[config.mk]
export PLATFORM = sky130hd
export DESIGN_NAME = wdr_watchdog
export DESIGN_NICKNAME = d
export VERILOG_FILES = /design/src/wdr_pkg.sv /design/src/wdr_watchdog.sv
export VERILOG_INCLUDE_DIRS = /design/src /design/src/src
export SDC_FILE = /design/constraint.sdc
export NUM_CORES = 1
export LEC_CHECK = 0
export BUFFER_PORTS_ARGS = -buffer_cell sky130_fd_sc_hd__buf_2
export CORE_MARGIN = 2
export CORE_UTILIZATION = 55
export DETAILED_ROUTE_END_ITERATION = 8
export GPL_ROUTABILITY_DRIVEN = 0
export PLACE_DENSITY = 0.8
export RECOVER_POWER = 25
export SLEW_MARGIN = 20
export SYNTH_ARGS = -nofsm -noshare
export SYNTH_HDL_FRONTEND = slang
export SYNTH_SLANG_ARGS = --single-unit
export TNS_END_PERCENT = 20
[constraint.sdc]
create_clock -name sys_clk_i -period 2.3 [get_ports sys_clk_i]
set_clock_uncertainty 0.05 [all_clocks]
set_input_delay 0.23 -clock sys_clk_i [delete_from_list [all_inputs] [get_ports sys_clk_i]]
set_output_delay 0.23 -clock sys_clk_i [all_outputs]
set_load 0.01 [all_outputs]
[src/wdr_regs.svh]
/*
  register offsets, field positions and timing counts
  of the watchdog and reset-flag block.
  assumes: included by bare name from the package, the checker and the bench.
*/
`ifndef WDR_REGS_SVH
`define WDR_REGS_SVH

// word offsets on the register bus (byte address = 4 * index)
`define WDR_IDX_WDCTL      8'hD8
`define WDR_IDX_TAKEY      8'hC7
`define WDR_IDX_IRQEN      8'hE8
`define WDR_IDX_ISTAT      8'hE9
`define WDR_IDX_IMASK      8'hEA

// watchdog_control fields
`define WDR_B_BAUD2        7
`define WDR_B_POR          6
`define WDR_B_IRQF         3
`define WDR_B_RSTF         2
`define WDR_B_RSTEN        1
`define WDR_B_RESTART      0

// irq enable register field
`define WDR_B_IRQEN        4

// interrupt status / mask fields
`define WDR_B_EV_TIMEOUT   0
`define WDR_B_EV_WDRESET   1
`define WDR_EV_W           2

// timed access keys and window
`define WDR_KEY_FIRST      8'hAA
`define WDR_KEY_SECOND     8'h55
`define WDR_CLK_PER_MC     4
`define WDR_TA_MC          3
`define WDR_TA_CYC         (`WDR_TA_MC * `WDR_CLK_PER_MC)

// reset delay after time-out, in clocks
`define WDR_RST_DELAY      10'd512

// default time-out interval in clocks
`define WDR_TIMEOUT_DFLT   131072

// bus address width and data width
`define WDR_AW             10
`define WDR_DW             32

`endif

[src/wdr_pkg.sv]
/*
  types for the watchdog and reset-flag block.
  assumes: wdr_regs.svh is on the include path.
*/
`include "wdr_regs.svh"

package wdr_pkg;

  typedef struct packed
  {
    logic                  read;
    logic                  write;
    logic [`WDR_AW-1:0]    address;
    logic [`WDR_DW-1:0]    writedata;
  } wdr_bus_req_t;

  typedef struct packed
  {
    logic                  waitrequest;
    logic [`WDR_DW-1:0]    readdata;
  } wdr_bus_rsp_t;

  typedef struct packed
  {
    logic                  por;
    logic                  ext;
    logic                  pfail;
  } wdr_rst_cause_t;

  typedef enum logic [1:0]
  {
    WDR_RUN,
    WDR_WAIT_RST,
    WDR_FIRE
  } wdr_state_t;

  typedef enum logic [1:0]
  {
    WDR_KEY_IDLE,
    WDR_KEY_HALF,
    WDR_KEY_OPEN
  } wdr_key_t;

endpackage

[src/wdr_watchdog.sv]
/*
  watchdog control and reset-cause flags, reached over avalon-mm.
  assumes: rst_i is the external reset pin; power-on and power-fail
  causes arrive as one-cycle pulses; the chip reset controller feeds
  wdog_reset_o back as a watchdog-caused reset through wd_rst_i.
*/
// Added by the designer: register access over Avalon-MM.
// What this block does
// - a power-up sets the power-on flag, which only a software write clears.
// - with the watchdog interrupt enabled, a time-out sets the irq flag.
// - with the interrupt disabled, a time-out still sets the irq flag.
// - a watchdog reset sets the reset flag until software, power-on or power-fail clears it.
// - with reset enable clear, watchdog activity leaves the reset flag alone.
// - setting the reset enable arms the watchdog system reset.
// - writing one to restart reloads the counter and the bit clears itself.
// - a time-out raises the interrupt if enabled and, if armed, a reset 512 clocks later.
// - an external reset loads the control register with pattern 0x000xx0b.
// - the reset flag is 1 after watchdog reset, 0 after power resets, kept on external.
// - power-on sets the power-on flag and clears reset enable; others keep it.
// - all bits read freely; power-on, enable, irq flag and restart need an open window.
// - writing AA then 55 to the key register opens a three machine-cycle window.
// - a separate irq enable bit gates whether a time-out raises the interrupt.
`timescale 1ns/100ps

module wdr_watchdog
  import wdr_pkg::*;
#(
  parameter int TIMEOUT_CYC = `WDR_TIMEOUT_DFLT
)
(
  // clock and resets
  input  wire logic            sys_clk_i,
  input  wire logic            rst_i,
  input  wire wdr_rst_cause_t  cause_i,
  input  wire logic            wd_rst_i,
  // register bus
  input  wire logic [9:0]      avs_address_i,
  input  wire logic            avs_read_i,
  input  wire logic            avs_write_i,
  input  wire logic [31:0]     avs_writedata_i,
  output logic      [31:0]     avs_readdata_o,
  output logic                 avs_waitrequest_o,
  // events
  output logic                 wdog_irq_o,
  output logic                 wdog_reset_o,
  output logic                 irq_o
);

  function automatic logic hit(input logic [9:0] a, input logic [7:0] idx);
    hit = (a[9:2] == idx) && (a[1:0] == 2'b00);
  endfunction

  // control register bits and internal state
  logic        baud2_reg;
  logic        por_reg;
  logic        irqf_reg;
  logic        rstf_reg;
  logic        rsten_reg;
  logic        restart_reg;
  logic        irqen_reg;
  logic [`WDR_EV_W-1:0] istat_reg;
  logic [`WDR_EV_W-1:0] imask_reg;
  logic [31:0] rdata_reg;
  logic        ack_reg;
  wdr_key_t    key_reg;
  logic [3:0]  ta_cnt_reg;
  wdr_state_t  st_reg;
  logic [31:0] wd_cnt_reg;
  logic [9:0]  dly_reg;
  logic        fire_reg;

  // bus decode: one wait state, answer at the second edge
  wire         req       = avs_read_i | avs_write_i;
  wire         take      = req & ~ack_reg;
  wire         wr        = avs_write_i & take;
  wire         rd        = avs_read_i & take;
  wire [7:0]   wd        = avs_writedata_i[7:0];
  wire         sel_ctl   = hit(avs_address_i, `WDR_IDX_WDCTL);
  wire         sel_key   = hit(avs_address_i, `WDR_IDX_TAKEY);
  wire         sel_ien   = hit(avs_address_i, `WDR_IDX_IRQEN);
  wire         sel_ist   = hit(avs_address_i, `WDR_IDX_ISTAT);
  wire         sel_msk   = hit(avs_address_i, `WDR_IDX_IMASK);
  wire         wr_ctl    = wr & sel_ctl;
  wire         ta_open   = (key_reg == WDR_KEY_OPEN);
  wire         wr_prot   = wr_ctl & ta_open;
  wire         rd_ist    = rd & sel_ist;

  // watchdog counter and time-out
  wire         restart   = wr_prot & wd[`WDR_B_RESTART];
  wire         timeout   = (st_reg == WDR_RUN) &&
                           (wd_cnt_reg == 32'(TIMEOUT_CYC - 1));
  wire         pwr_rst   = cause_i.por | cause_i.pfail;

  wire [7:0]   ctl_view  = {baud2_reg, por_reg, 2'b00, irqf_reg,
                            rstf_reg, rsten_reg, restart_reg};
  wire [`WDR_EV_W-1:0] ev;
  assign ev[`WDR_B_EV_TIMEOUT] = timeout;
  assign ev[`WDR_B_EV_WDRESET] = wd_rst_i & rsten_reg;

  wire [31:0]  rd_mux =
      sel_ctl ? {24'h000000, ctl_view} :
      sel_key ? 32'h00000000 :
      sel_ien ? {24'h000000, 3'b111, irqen_reg, 4'h0} :
      sel_ist ? {30'h00000000, istat_reg} :
      sel_msk ? {30'h00000000, imask_reg} :
                32'h00000000;

  assign avs_waitrequest_o = req & ~ack_reg;
  assign avs_readdata_o    = rdata_reg;
  assign wdog_irq_o        = irqf_reg & irqen_reg;
  assign wdog_reset_o      = fire_reg;
  assign irq_o             = |(istat_reg & imask_reg);

  // bus handshake
  always_ff @(posedge sys_clk_i or posedge rst_i)
  begin
    if (rst_i)
    begin
      ack_reg   <= 1'b0;
      rdata_reg <= 32'h00000000;
    end
    else
    begin
      ack_reg <= take;
      if (rd)
        rdata_reg <= rd_mux;
    end
  end

  // timed access key sequence
  always_ff @(posedge sys_clk_i or posedge rst_i)
  begin
    if (rst_i)
    begin
      key_reg    <= WDR_KEY_IDLE;
      ta_cnt_reg <= 4'h0;
    end
    else
    begin
      case (key_reg)
        WDR_KEY_IDLE:
          if (wr & sel_key & (wd == `WDR_KEY_FIRST))
            key_reg <= WDR_KEY_HALF;
        WDR_KEY_HALF:
          if (wr)
          begin
            if (sel_key & (wd == `WDR_KEY_SECOND))
            begin
              key_reg    <= WDR_KEY_OPEN;
              ta_cnt_reg <= 4'(`WDR_TA_CYC - 1);
            end
            else
              key_reg <= WDR_KEY_IDLE;
          end
        WDR_KEY_OPEN:
          if (ta_cnt_reg == 4'h0)
            key_reg <= WDR_KEY_IDLE;
          else
            ta_cnt_reg <= ta_cnt_reg - 4'h1;
        default:
          key_reg <= WDR_KEY_IDLE;
      endcase
    end
  end

  // counter, time-out and delayed reset
  always_ff @(posedge sys_clk_i or posedge rst_i)
  begin
    if (rst_i)
    begin
      st_reg     <= WDR_RUN;
      wd_cnt_reg <= 32'h00000000;
      dly_reg    <= 10'h000;
      fire_reg   <= 1'b0;
    end
    else if (restart | pwr_rst | wd_rst_i)
    begin
      st_reg     <= WDR_RUN;
      wd_cnt_reg <= 32'h00000000;
      dly_reg    <= 10'h000;
      fire_reg   <= 1'b0;
    end
    else
    begin
      case (st_reg)
        WDR_RUN:
          if (timeout)
          begin
            wd_cnt_reg <= 32'h00000000;
            dly_reg    <= 10'h000;
            st_reg     <= WDR_WAIT_RST;
          end
          else
            wd_cnt_reg <= wd_cnt_reg + 32'h00000001;
        WDR_WAIT_RST:
          if (dly_reg == `WDR_RST_DELAY - 10'd1)
          begin
            st_reg   <= WDR_FIRE;
            fire_reg <= rsten_reg;
          end
          else
            dly_reg <= dly_reg + 10'd1;
        WDR_FIRE:
          fire_reg <= rsten_reg;
        default:
          st_reg <= WDR_RUN;
      endcase
    end
  end

  // control register; rst_i is the external reset pin
  always_ff @(posedge sys_clk_i or posedge rst_i)
  begin
    if (rst_i)
    begin
      // external reset: x bits (power-on flag, reset flag, enable) kept,
      // so they are not on the asynchronous branch
      baud2_reg   <= 1'b0;
      irqf_reg    <= 1'b0;
      restart_reg <= 1'b0;
      irqen_reg   <= 1'b0;
      imask_reg   <= '0;
    end
    else
    begin
      restart_reg <= restart;
      if (wr_ctl)
        baud2_reg <= wd[`WDR_B_BAUD2];
      if (wr & sel_ien)
        irqen_reg <= wd[`WDR_B_IRQEN];
      if (wr & sel_msk)
        imask_reg <= wd[`WDR_EV_W-1:0];
      if (timeout)
        irqf_reg <= 1'b1;
      else if (wr_prot)
        irqf_reg <= wd[`WDR_B_IRQF];
    end
  end

  // reset-cause flags, kept through the external reset
  always_ff @(posedge sys_clk_i)
  begin
    if (cause_i.por)
    begin
      por_reg   <= 1'b1;
      rsten_reg <= 1'b0;
    end
    else if (!rst_i && wr_prot)
    begin
      por_reg   <= wd[`WDR_B_POR];
      rsten_reg <= wd[`WDR_B_RSTEN];
    end
    if (pwr_rst)
      rstf_reg <= 1'b0;
    else if (wd_rst_i & rsten_reg)
      rstf_reg <= 1'b1;
    else if (!rst_i && wr_ctl && !wd[`WDR_B_RSTF])
      rstf_reg <= 1'b0;
  end

  // sticky interrupt status, cleared by reading it; set wins
  always_ff @(posedge sys_clk_i or posedge rst_i)
  begin
    if (rst_i)
      istat_reg <= '0;
    else
      istat_reg <= (rd_ist ? '0 : istat_reg) | ev;
  end

endmodule

==> reports/qor.csv, run 1 <==
stage,metric,value,unit
cts,clockBufferDepth,2,
cells_and_area,nets,568,
routing,ant_nets,0,
timing,rsz0062_at_grt,no,
routing,wirelength,9490,um
timing,finalCriticalPeriod,2.17,ns
cells_and_area,final_common_cell,dfrtp_1,
timing,hold_violations,0,
die,rows,31,
global_route,grt_pass1_vias,3557,
power_and_ir_drop,p_per_area,586,nW/um^2
cells_and_area,diodes,0,
critical_path,r2r-start,wd_cnt_reg[18],
synth,ys_warn_count,0,
die,ios,86,
die,core_area,7250,sq um
cells_and_area,mostFrequentLayoutCells,"dfrtp_1 (68), nand2_1 (49), a31oi_1 (33)",
timing,timing.final.crit_share,0.944,
synth,syn_inst,458,
placement,portBuffers,36,
global_route,overflow,0,
cells_and_area,area_growth,14.5,%
timing,slew_violations,0,
routing,vias_per_cell,5.98,
critical_path,arrival,2.35,ns
cts,cts.sinks,71,
timing,tightest_slew,0.954,ns
synth,avgSynthCellArea,9.03,sq um
critical_path,cp_max_fo,9,
critical_path,max_stage_delay,0.56,ns
cells_and_area,drive_gt1_frac,0.164,
routing,drc,0,
placement,post-dp-hpwl,6700,um
critical_path,cp-start-kind,flop,
synth,ys_seq_elements,71,
synth,synth_edf_count,0,
power_and_ir_drop,p_leak,1.99,nW
routing,dr.pass1.iters,5,
timing,finalSetupTns,0,ns
status,status,finished clean,
synth,synth-async-reset-ratio,0.958,
critical_path,required,2.48,ns
die,die-area,8230,sq um
cts,h-tree-depth,3,
cells_and_area,multiInputGateArea,2180,sq um
routing,post_drt_wl_per_cell,15.4,um
global_route,antenna_found_initial,0,
critical_path,criticalPathCategory,flop to flop,
cts,cts_tree,done,
cts,numCtsBuffers,9,
die,die_x,90.7,um
die,die_h,90.7,um
cells_and_area,seq_area,1760,sq um
placement,post_dp_cell_area,4480,sq um
synth,synth-main-ff-cell,dfrtp_1,
worst_hold_path,hold_class,primary input to flop,
cells_and_area,largest_reg_flops,32,
timing,finalSetupViolations,0,
global_route,grt_usage,0.240,
worst_hold_path,min_from,cause_i[2],
critical_path,critPathLaunch,wd_cnt_reg[18],
synth,synth_cell_types,60,
synth,synthesis.area,4140,sq um
synth,synth_seq_area_share,0.426,
timing,relSlewSlack,0.363,
global_route,grt_pass1_wl,16300,um
power_and_ir_drop,fin_total_pwr,0.00278,W
timing,fmax,461,MHz
critical_path,crit_chain,or4_1 > nor2_2 > nand3_4 > and2_1 > a221o_1,
cts,cts-root-buf,clkbuf_8,
global_route,grt_start_max_net_pins,45,
cells_and_area,design_area,4740,sq um
power_and_ir_drop,ir_drop,0.397,mV
cells_and_area,fill_cells,583,
job,maxCapViolCount,0,
cts,clock_latency,0.35,ns
routing,drtIter0Drc,263,
cts,path_clk_slew,0.08,ns
routing,vias,3698,
critical_path,endpoint_kind,flop,
critical_path,cp_slowest_cell,or4_1,
cells_and_area,final_core_util,0.653,
cts,cts_setup_buffers,0,
die,initial_core_util,0.570,
## kinds of logic (layout without fill, tap and decap cells)
logic type               after synthesis  in the layout  synth area share
other                                  1             24          0.000906
adder cells (fa/ha/maj)                4              4            0.0121
buffers and inverters                 56             94            0.0777
AO/OA/AOI/OAI                         99             99             0.161
flip-flops                            71             71             0.426
AND/OR/NAND/NOR                      211            211             0.284
XOR/XNOR                               4              4           0.00847
multiplexers                          12             12            0.0305
## critical path: cells and delay by family (launching register included)
family	cells	cell delay (ns)
AND/OR/NAND/NOR	4	1.23
flip-flops	1	0.43
AO/OA/AOI/OAI	1	0.34
## per-layer routing
metal / wire length, um / global-route usage / up-vias
met1: 4120 / 0.314 / 1779
li1: - / - / 1781
met4: 129 / 0.0744 / 0
met3: 450 / 0.0409 / 13
met5: 0 / 0 / -
met2: 4790 / 0.407 / 125
## cell usage after synthesis (6+ instances only)
master | number | area share
clkbuf_1 | 7 | 0.0064
o21ai_0 | 18 | 0.022
mux2i_1 | 7 | 0.017
buf_4 | 25 | 0.045
nand2_1 | 50 | 0.045
nor2_1 | 32 | 0.029
nor3_1 | 10 | 0.012
and3_1 | 10 | 0.015
nand3b_1 | 10 | 0.018
nand4_1 | 16 | 0.024
nand3_1 | 31 | 0.037
buf_2 | 8 | 0.0097
a31oi_1 | 33 | 0.050
a21oi_1 | 9 | 0.011
dfrtp_1 | 68 | 0.41
inv_1 | 15 | 0.014
o211ai_1 | 7 | 0.013
and4_1 | 6 | 0.013
nor2b_1 | 7 | 0.011
## stage by stage
step,setup WS (ns),cells,hold WS (ns)
floorplan,0.197,481,0.252
global placement,0.109,600,0.284
detailed placement,0.0793,600,0.292
CTS,0.0768,618,0.0395
global route,0.0216,618,0.0591
finish,0.128,618,0.0575
## where the power goes
| part | internal [W] | switching, W |
|---|---|---|
| sequential | 0.00129 | 0.0000279 |
| combinational | 0.000133 | 0.000208 |
| clock | 0.000641 | 0.000477 |
| total | 0.00206 | 0.000713 |
## cell type report
| type | count | area share |
|---|---|---|
| Timing Repair Buffer | 63 | 0.0837 |
| Tap cell | 99 | 0.0261 |
| Multi-Input combinational cell | 354 | 0.459 |
| Sequential cell | 71 | 0.372 |
| Clock buffer | 11 | 0.0298 |
| Clock inverter | 5 | 0.0172 |
| Inverter | 15 | 0.0119 |
## what timing repair did
item | in CTS | in global routing
hold buffers | 2 | 0
endpoints found under the setup margin | 0 | 22
gates resized for setup | 0 | 6
endpoints found under the hold margin | 25 | 0
## worst paths after layout
| check | endpoint | cells after the start | slack, ns |
|---|---|---|---|
| setup / recovery | wd_cnt_reg[12] | 5 | 0.13 |
| hold / removal | rstf_reg | 2 | 0.06 |
| setup reg to reg | wd_cnt_reg[12] | 5 | 0.13 |
| hold reg to reg | avs_readdata_o[2] | 2 | 0.42 |
| max in group asynchronous | wd_cnt_reg[26] | 4 | 0.77 |
| min in group asynchronous | dly_reg[6] | 3 | 0.66 |
(Power assumes the default switching activity.)
==> inputs of run 2 (changes only) <==
--- a/config.mk
+++ b/config.mk
@@ -8,10 +8,10 @@
 export LEC_CHECK = 0
 export BUFFER_PORTS_ARGS = -buffer_cell sky130_fd_sc_hd__buf_2
 export CORE_MARGIN = 2
-export CORE_UTILIZATION = 55
+export CORE_UTILIZATION = 50
 export DETAILED_ROUTE_END_ITERATION = 8
 export GPL_ROUTABILITY_DRIVEN = 0
-export PLACE_DENSITY = 0.8
+export PLACE_DENSITY = 0.77
 export RECOVER_POWER = 25
 export SLEW_MARGIN = 20
 export SYNTH_ARGS = -nofsm -noshare
==> constraint.sdc (replaced) <==
create_clock -name sys_clk_i -period 1.9 [get_ports sys_clk_i]
set_clock_uncertainty 0.05 [all_clocks]
set_input_delay 0.19 -clock sys_clk_i [delete_from_list [all_inputs] [get_ports sys_clk_i]]
set_output_delay 0.19 -clock sys_clk_i [all_outputs]
set_load 0.01 [all_outputs]
==> run 2 against run 1 <==
The flow now finishes with violations (negative setup slack); setup slack got worse by 0.17 ns; wire length is 16% higher; sequential share of layout area fell by 4.0 points; combinational power increased by 40%; total power is 15% higher; clock power about the same; cell count increased by 8.9%; global-route usage up 0.45 points; maximum frequency up 12%; critical path type unchanged; die area rose by 9.6%; first-iteration DRC count decreased by 13%.
==> reports/qor.csv, run 2 (synthesized netlist as in run 1, its figures left out) <==
stage,metric,value,unit
routing,vias_per_cell,5.94,
critical_path,criticalPathCategory,flop to flop,
critical_path,max_stage_delay,0.57,ns
critical_path,crit_chain,ha_2 > nand3_2 > or4_4 > o31a_1 > o211ai_1 > nand2_1,
power_and_ir_drop,ir_drop,0.338,mV
cts,clockBufferDepth,2,
timing,fin_hold_ws,0.0298,ns
worst_hold_path,hold_class,primary input to flop,
timing,rsz0062_at_grt,yes,
placement,portBuffers,36,
die,rows,33,
routing,wirelength,11000,um
routing,dr.pass1.iters,5,
routing,drtIter0Drc,230,
power_and_ir_drop,fin_total_pwr,0.00320,W
critical_path,arrival,2.13,ns
global_route,grt_pass1_wl,17200,um
timing,finalSetupTns,-0.0726,ns
timing,finalSetupViolations,3,
critical_path,crit_family,simple AND/OR/NAND/NOR gates,
critical_path,cp_max_fo,3,
die,ios,86,
cts,cts.sinks,71,
timing,hold_violations,0,
routing,drc,0,
cells_and_area,fill_cells,627,
timing,relSlewSlack,0.605,
global_route,grt_use_met2,0.426,
global_route,grt_usage,0.245,
power_and_ir_drop,p_per_area,603,nW/um^2
cells_and_area,diodes,0,
status,status,"finished, violations left",
cts,numCtsBuffers,9,
cts,cts_tree,done,
critical_path,cp-start-kind,flop,
critical_path,cp_slowest_cell,or4_4,
timing,fmax,516,MHz
global_route,grt_start_max_net_pins,37,
cells_and_area,area_growth,28.2,%
die,die_h,95.0,um
critical_path,endpoint_kind,flop,
timing,timing.final.crit_share,1.02,
cells_and_area,final_common_cell,dfrtp_1,
cts,cts-root-buf,clkbuf_8,
routing,ant_nets,0,
die,die-area,9020,sq um
job,maxCapViolCount,0,
status,violations,negative setup slack,
cells_and_area,largest_reg_flops,32,
global_route,grt_busiest_layer,met2,
global_route,grt_use_met3,0.0559,
cells_and_area,drive_gt1_frac,0.290,
cells_and_area,mostFrequentLayoutCells,"dfrtp_1 (68), buf_4 (60), nand2_1 (49)",
timing,setup_slack,-0.0378,ns
die,initial_core_util,0.509,
cells_and_area,final_core_util,0.652,
cells_and_area,nets,617,
global_route,antenna_found_initial,0,
critical_path,worst-path-buf-inv,0,
global_route,met1_usage,0.299,
power_and_ir_drop,p_leak,2.35,nW
routing,post_drt_wl_per_cell,16.3,um
die,die_x,95.0,um
global_route,grt_pass1_vias,3819,
cts,h-tree-depth,3,
placement,post-dp-hpwl,7490,um
cts,clock_latency,0.35,ns
timing,slew_violations,0,
timing,finalCriticalPeriod,1.94,ns
routing,vias,3998,
cts,path_clk_slew,0.08,ns
timing,tightest_slew,0.592,ns
critical_path,required,2.09,ns
die,core_area,8130,sq um
global_route,overflow,0,
[run 2: changes by cell type in the layout (fill, tap and decap cells not counted), moves of 4 or more]
cell and delta:
clkbuf_1 -10, a31oi_2 +5, or4_1 -4, a31oi_1 -6, buf_4 +38, buf_6 +5
or4_4 +4, buf_2 +9
[run 2: layout make-up]
type | instances | area, sq um | share of cell area
clock buffer | 11 | 141 | 0.0267
clock inverter | 5 | 32.5 | 0.00613
inverter | 15 | 56.3 | 0.0106
multi-input combinational | 355 | 2340 | 0.441
sequential | 71 | 1760 | 0.332
tap | 105 | 131 | 0.0248
timing repair buffer | 111 | 841 | 0.159
[run 2: power by group]
| part | internal (W) | switching [W] | leakage (nW) |
|---|---|---|---|
| clock network | 0.000511 | 0.000617 | 0.0935 |
| registers | 0.00156 | 0.0000331 | 0.948 |
| logic | 0.000198 | 0.000278 | 1.31 |
| total | 0.00227 | 0.000928 | 2.35 |
[run 2: per-layer routing]
metal	part of all wire	routed length (um)
met1	0.42	4560
met2	0.50	5510
met3	0.061	672
met4	0.020	224
met5	0	0
[run 2: worst paths after layout]
path                                    start           endpoint  slack [ns]  cells after the start
hold reg to reg             avs_readdata_o[6]  avs_readdata_o[6]        0.43                      2
min in group asynchronous               rst_i         key_reg[0]        0.43                      3
max in group asynchronous               rst_i     wd_cnt_reg[15]        0.36                      4
setup / recovery                wd_cnt_reg[1]     wd_cnt_reg[26]       -0.04                      6
hold / removal             avs_writedata_i[6]            por_reg        0.03                      2
setup reg to reg                wd_cnt_reg[1]     wd_cnt_reg[26]       -0.04                      6
[run 2: worst register-to-register path: stages, from the launching register on]
cell and delay [ns]:
dfrtp_1 0.36, ha_2 0.20, nand3_2 0.12, or4_4 0.57, o31a_1 0.27, o211ai_1 0.17, nand2_1 0.07
[run 2: through the flow]
step / setup slack (ns) / cells / area [sq um]
after floorplan: -0.0539 / 481 / 4250
after global placement: -0.0479 / 649 / 4860
after detailed placement: -0.114 / 649 / 4860
after CTS: -0.0430 / 669 / 5150
after global routing: -0.0842 / 673 / 5300
final: -0.0378 / 673 / 5300
[run 2: repair_timing]
item,in CTS,in global routing
endpoints found under the hold margin,14,0
buffers inserted,1,3
pin swaps,4,13
resized for setup,15,23
hold buffers,2,0
setup endpoints to repair,36,38
cloned,1,1
==> inputs of run 3 (changes only) <==
==> constraint.sdc (replaced) <==
create_clock -name sys_clk_i -period 1.6 [get_ports sys_clk_i]
set_clock_uncertainty 0.05 [all_clocks]
set_input_delay 0.16 -clock sys_clk_i [delete_from_list [all_inputs] [get_ports sys_clk_i]]
set_output_delay 0.16 -clock sys_clk_i [all_outputs]
set_load 0.01 [all_outputs]
==> run 3 against run 2 <==
Sequential share of layout area fell by 2.1 points; the run still ends with negative setup slack left; largest cell class unchanged; core utilization is 4.4 points higher; non-clock buffer count grew 44; register-to-register slack worse by 0.31 ns; wire length increased by 11%; critical endpoint is now wd_cnt_reg[12]; combinational power rose by 41%; total power rose by 32%; worst hold slack got worse by 0.0030 ns; critical path depth down 1; via count up 5.7%; clock-buffer cell count grew 2; highest routed layer unchanged; die area unchanged.
==> reports/qor.csv, run 3 (synthesized netlist as in run 1, its figures left out) <==
stage,metric,value,unit
status,status,"finished, violations left",
status,violations,negative setup slack,
timing,tightest_slew,0.567,ns
cts,clock_latency,0.35,ns
cts,h-tree-depth,3,
job,maxCapViolCount,0,
cells_and_area,final_common_cell,buf_4,
timing,fmax,512,MHz
die,die_h,95.0,um
cells_and_area,multiInputGateArea,2360,sq um
routing,dr.pass1.iters,5,
power_and_ir_drop,p_per_area,745,nW/um^2
routing,ant_nets,0,
critical_path,criticalPathCategory,flop to flop,
cts,cts-root-buf,clkbuf_8,
power_and_ir_drop,ir_drop,0.460,mV
worst_hold_path,hold_class,primary input to flop,
timing,slew_violations,0,
cells_and_area,area_growth,36.9,%
die,ios,86,
critical_path,cp_max_fo,5,
cells_and_area,fill_cells,601,
routing,post_drt_wl_per_cell,16.9,um
cts,clockBufferDepth,2,
global_route,overflow,0,
critical_path,cp-start-kind,flop,
placement,post-dp-hpwl,8020,um
routing,drtIter0Drc,273,
cells_and_area,final_core_util,0.696,
cells_and_area,nets,661,
timing,setup_slack,-0.351,ns
global_route,grt_usage,0.273,
die,rows,33,
routing,vias_per_cell,5.89,
routing,wirelength,12100,um
global_route,antenna_found_initial,0,
critical_path,arrival,2.13,ns
cells_and_area,mostFrequentLayoutCells,"buf_4 (104), dfrtp_1 (68), nand2_1 (49)",
cells_and_area,seq_area,1760,sq um
power_and_ir_drop,p_leak,2.55,nW
timing,rsz0062_at_grt,yes,
cts,path_clk_slew,0.08,ns
global_route,grt_pass1_wl,19400,um
global_route,grt_start_max_net_pins,62,
timing,finalCriticalPeriod,1.95,ns
critical_path,required,1.78,ns
timing,timing.final.crit_share,1.22,
die,initial_core_util,0.509,
placement,portBuffers,36,
global_route,grt_pass1_vias,4140,
cells_and_area,largest_reg_flops,32,
die,core_area,8130,sq um
timing,hold_violations,0,
timing,relSlewSlack,0.622,
routing,drc,0,
routing,vias,4226,
cells_and_area,diodes,0,
cts,numCtsBuffers,9,
cts,cts.sinks,71,
cells_and_area,drive_gt1_frac,0.343,
die,die_x,95.0,um
cts,cts_tree,done,
timing,finalSetupViolations,46,
power_and_ir_drop,fin_total_pwr,0.00422,W
critical_path,endpoint_kind,flop,
die,die-area,9020,sq um
## run 3: changes by cell type in the layout (fill, tap and decap cells not counted), sizes merged
cell         before  now
bufinv            0    2
buf             105  152
dlygate4sd3       2    1
clkinv            4    1
inv              16   15
## run 3: layout make-up
cell class / count / share of cell area
inverters: 15 / 0.00994
clock buffers: 13 / 0.0281
well taps: 105 / 0.0232
flip-flops and latches: 71 / 0.311
clock inverters: 3 / 0.0115
multi-input cells: 355 / 0.416
repair buffers: 155 / 0.200
## run 3: metal layers
layer  part of all wire  GRT usage  vias to the layer above
met2               0.53      0.485                      157
li1                   -          -                     1976
met1               0.40      0.336                     2063
met3              0.049     0.0439                       30
met4              0.020     0.0954                        0
met5                  0          0                        -
## run 3: worst max-delay path, cell delays in order (launching register included)
cell,delay [ns]
dfrtp_1,0.40
or4_4,0.56
nor2_4,0.15
nand3_4,0.14
and2_4,0.23
a221o_1,0.30
## run 3: what timing repair did
item,CTS,global route
hold endpoints to repair,7,0
setup endpoints to repair,52,54
resized for setup,27,24
hold buffers,1,0
cloned,0,1
setup buffers,3,2
pin swaps,14,4
## run 3: worst paths after layout
path / from / endpoint / slack (ns) / depth (start not counted)
setup / recovery: wd_cnt_reg[18] / wd_cnt_reg[12] / -0.35 / 5
max in group asynchronous: rst_i / wd_cnt_reg[21] / 0.35 / 4
hold reg to reg: rstf_reg / avs_readdata_o[2] / 0.42 / 2
setup reg to reg: wd_cnt_reg[18] / wd_cnt_reg[12] / -0.35 / 5
min in group asynchronous: rst_i / avs_readdata_o[1] / 0.31 / 3
hold / removal: avs_writedata_i[7] / baud2_reg / 0.03 / 2
## run 3: through the flow
step                cell area, sq um  hold slack [ns]  TNS, ns  setup slack, ns  cells
finish                          5660           0.0268   -11.08           -0.351    717
global placement                5170           0.0518   -11.26           -0.307    694
CTS                             5550           0.0198   -10.14           -0.301    714
detailed placement              5170           0.0580   -12.96           -0.375    694
global route                    5660           0.0154   -14.50           -0.393    717
floorplan                       4250            0.182   -33.04           -0.354    481
## run 3: power by group
group          internal, W  switching (W)
clock network     0.000964       0.000694
logic             0.000303       0.000366
registers          0.00185      0.0000362
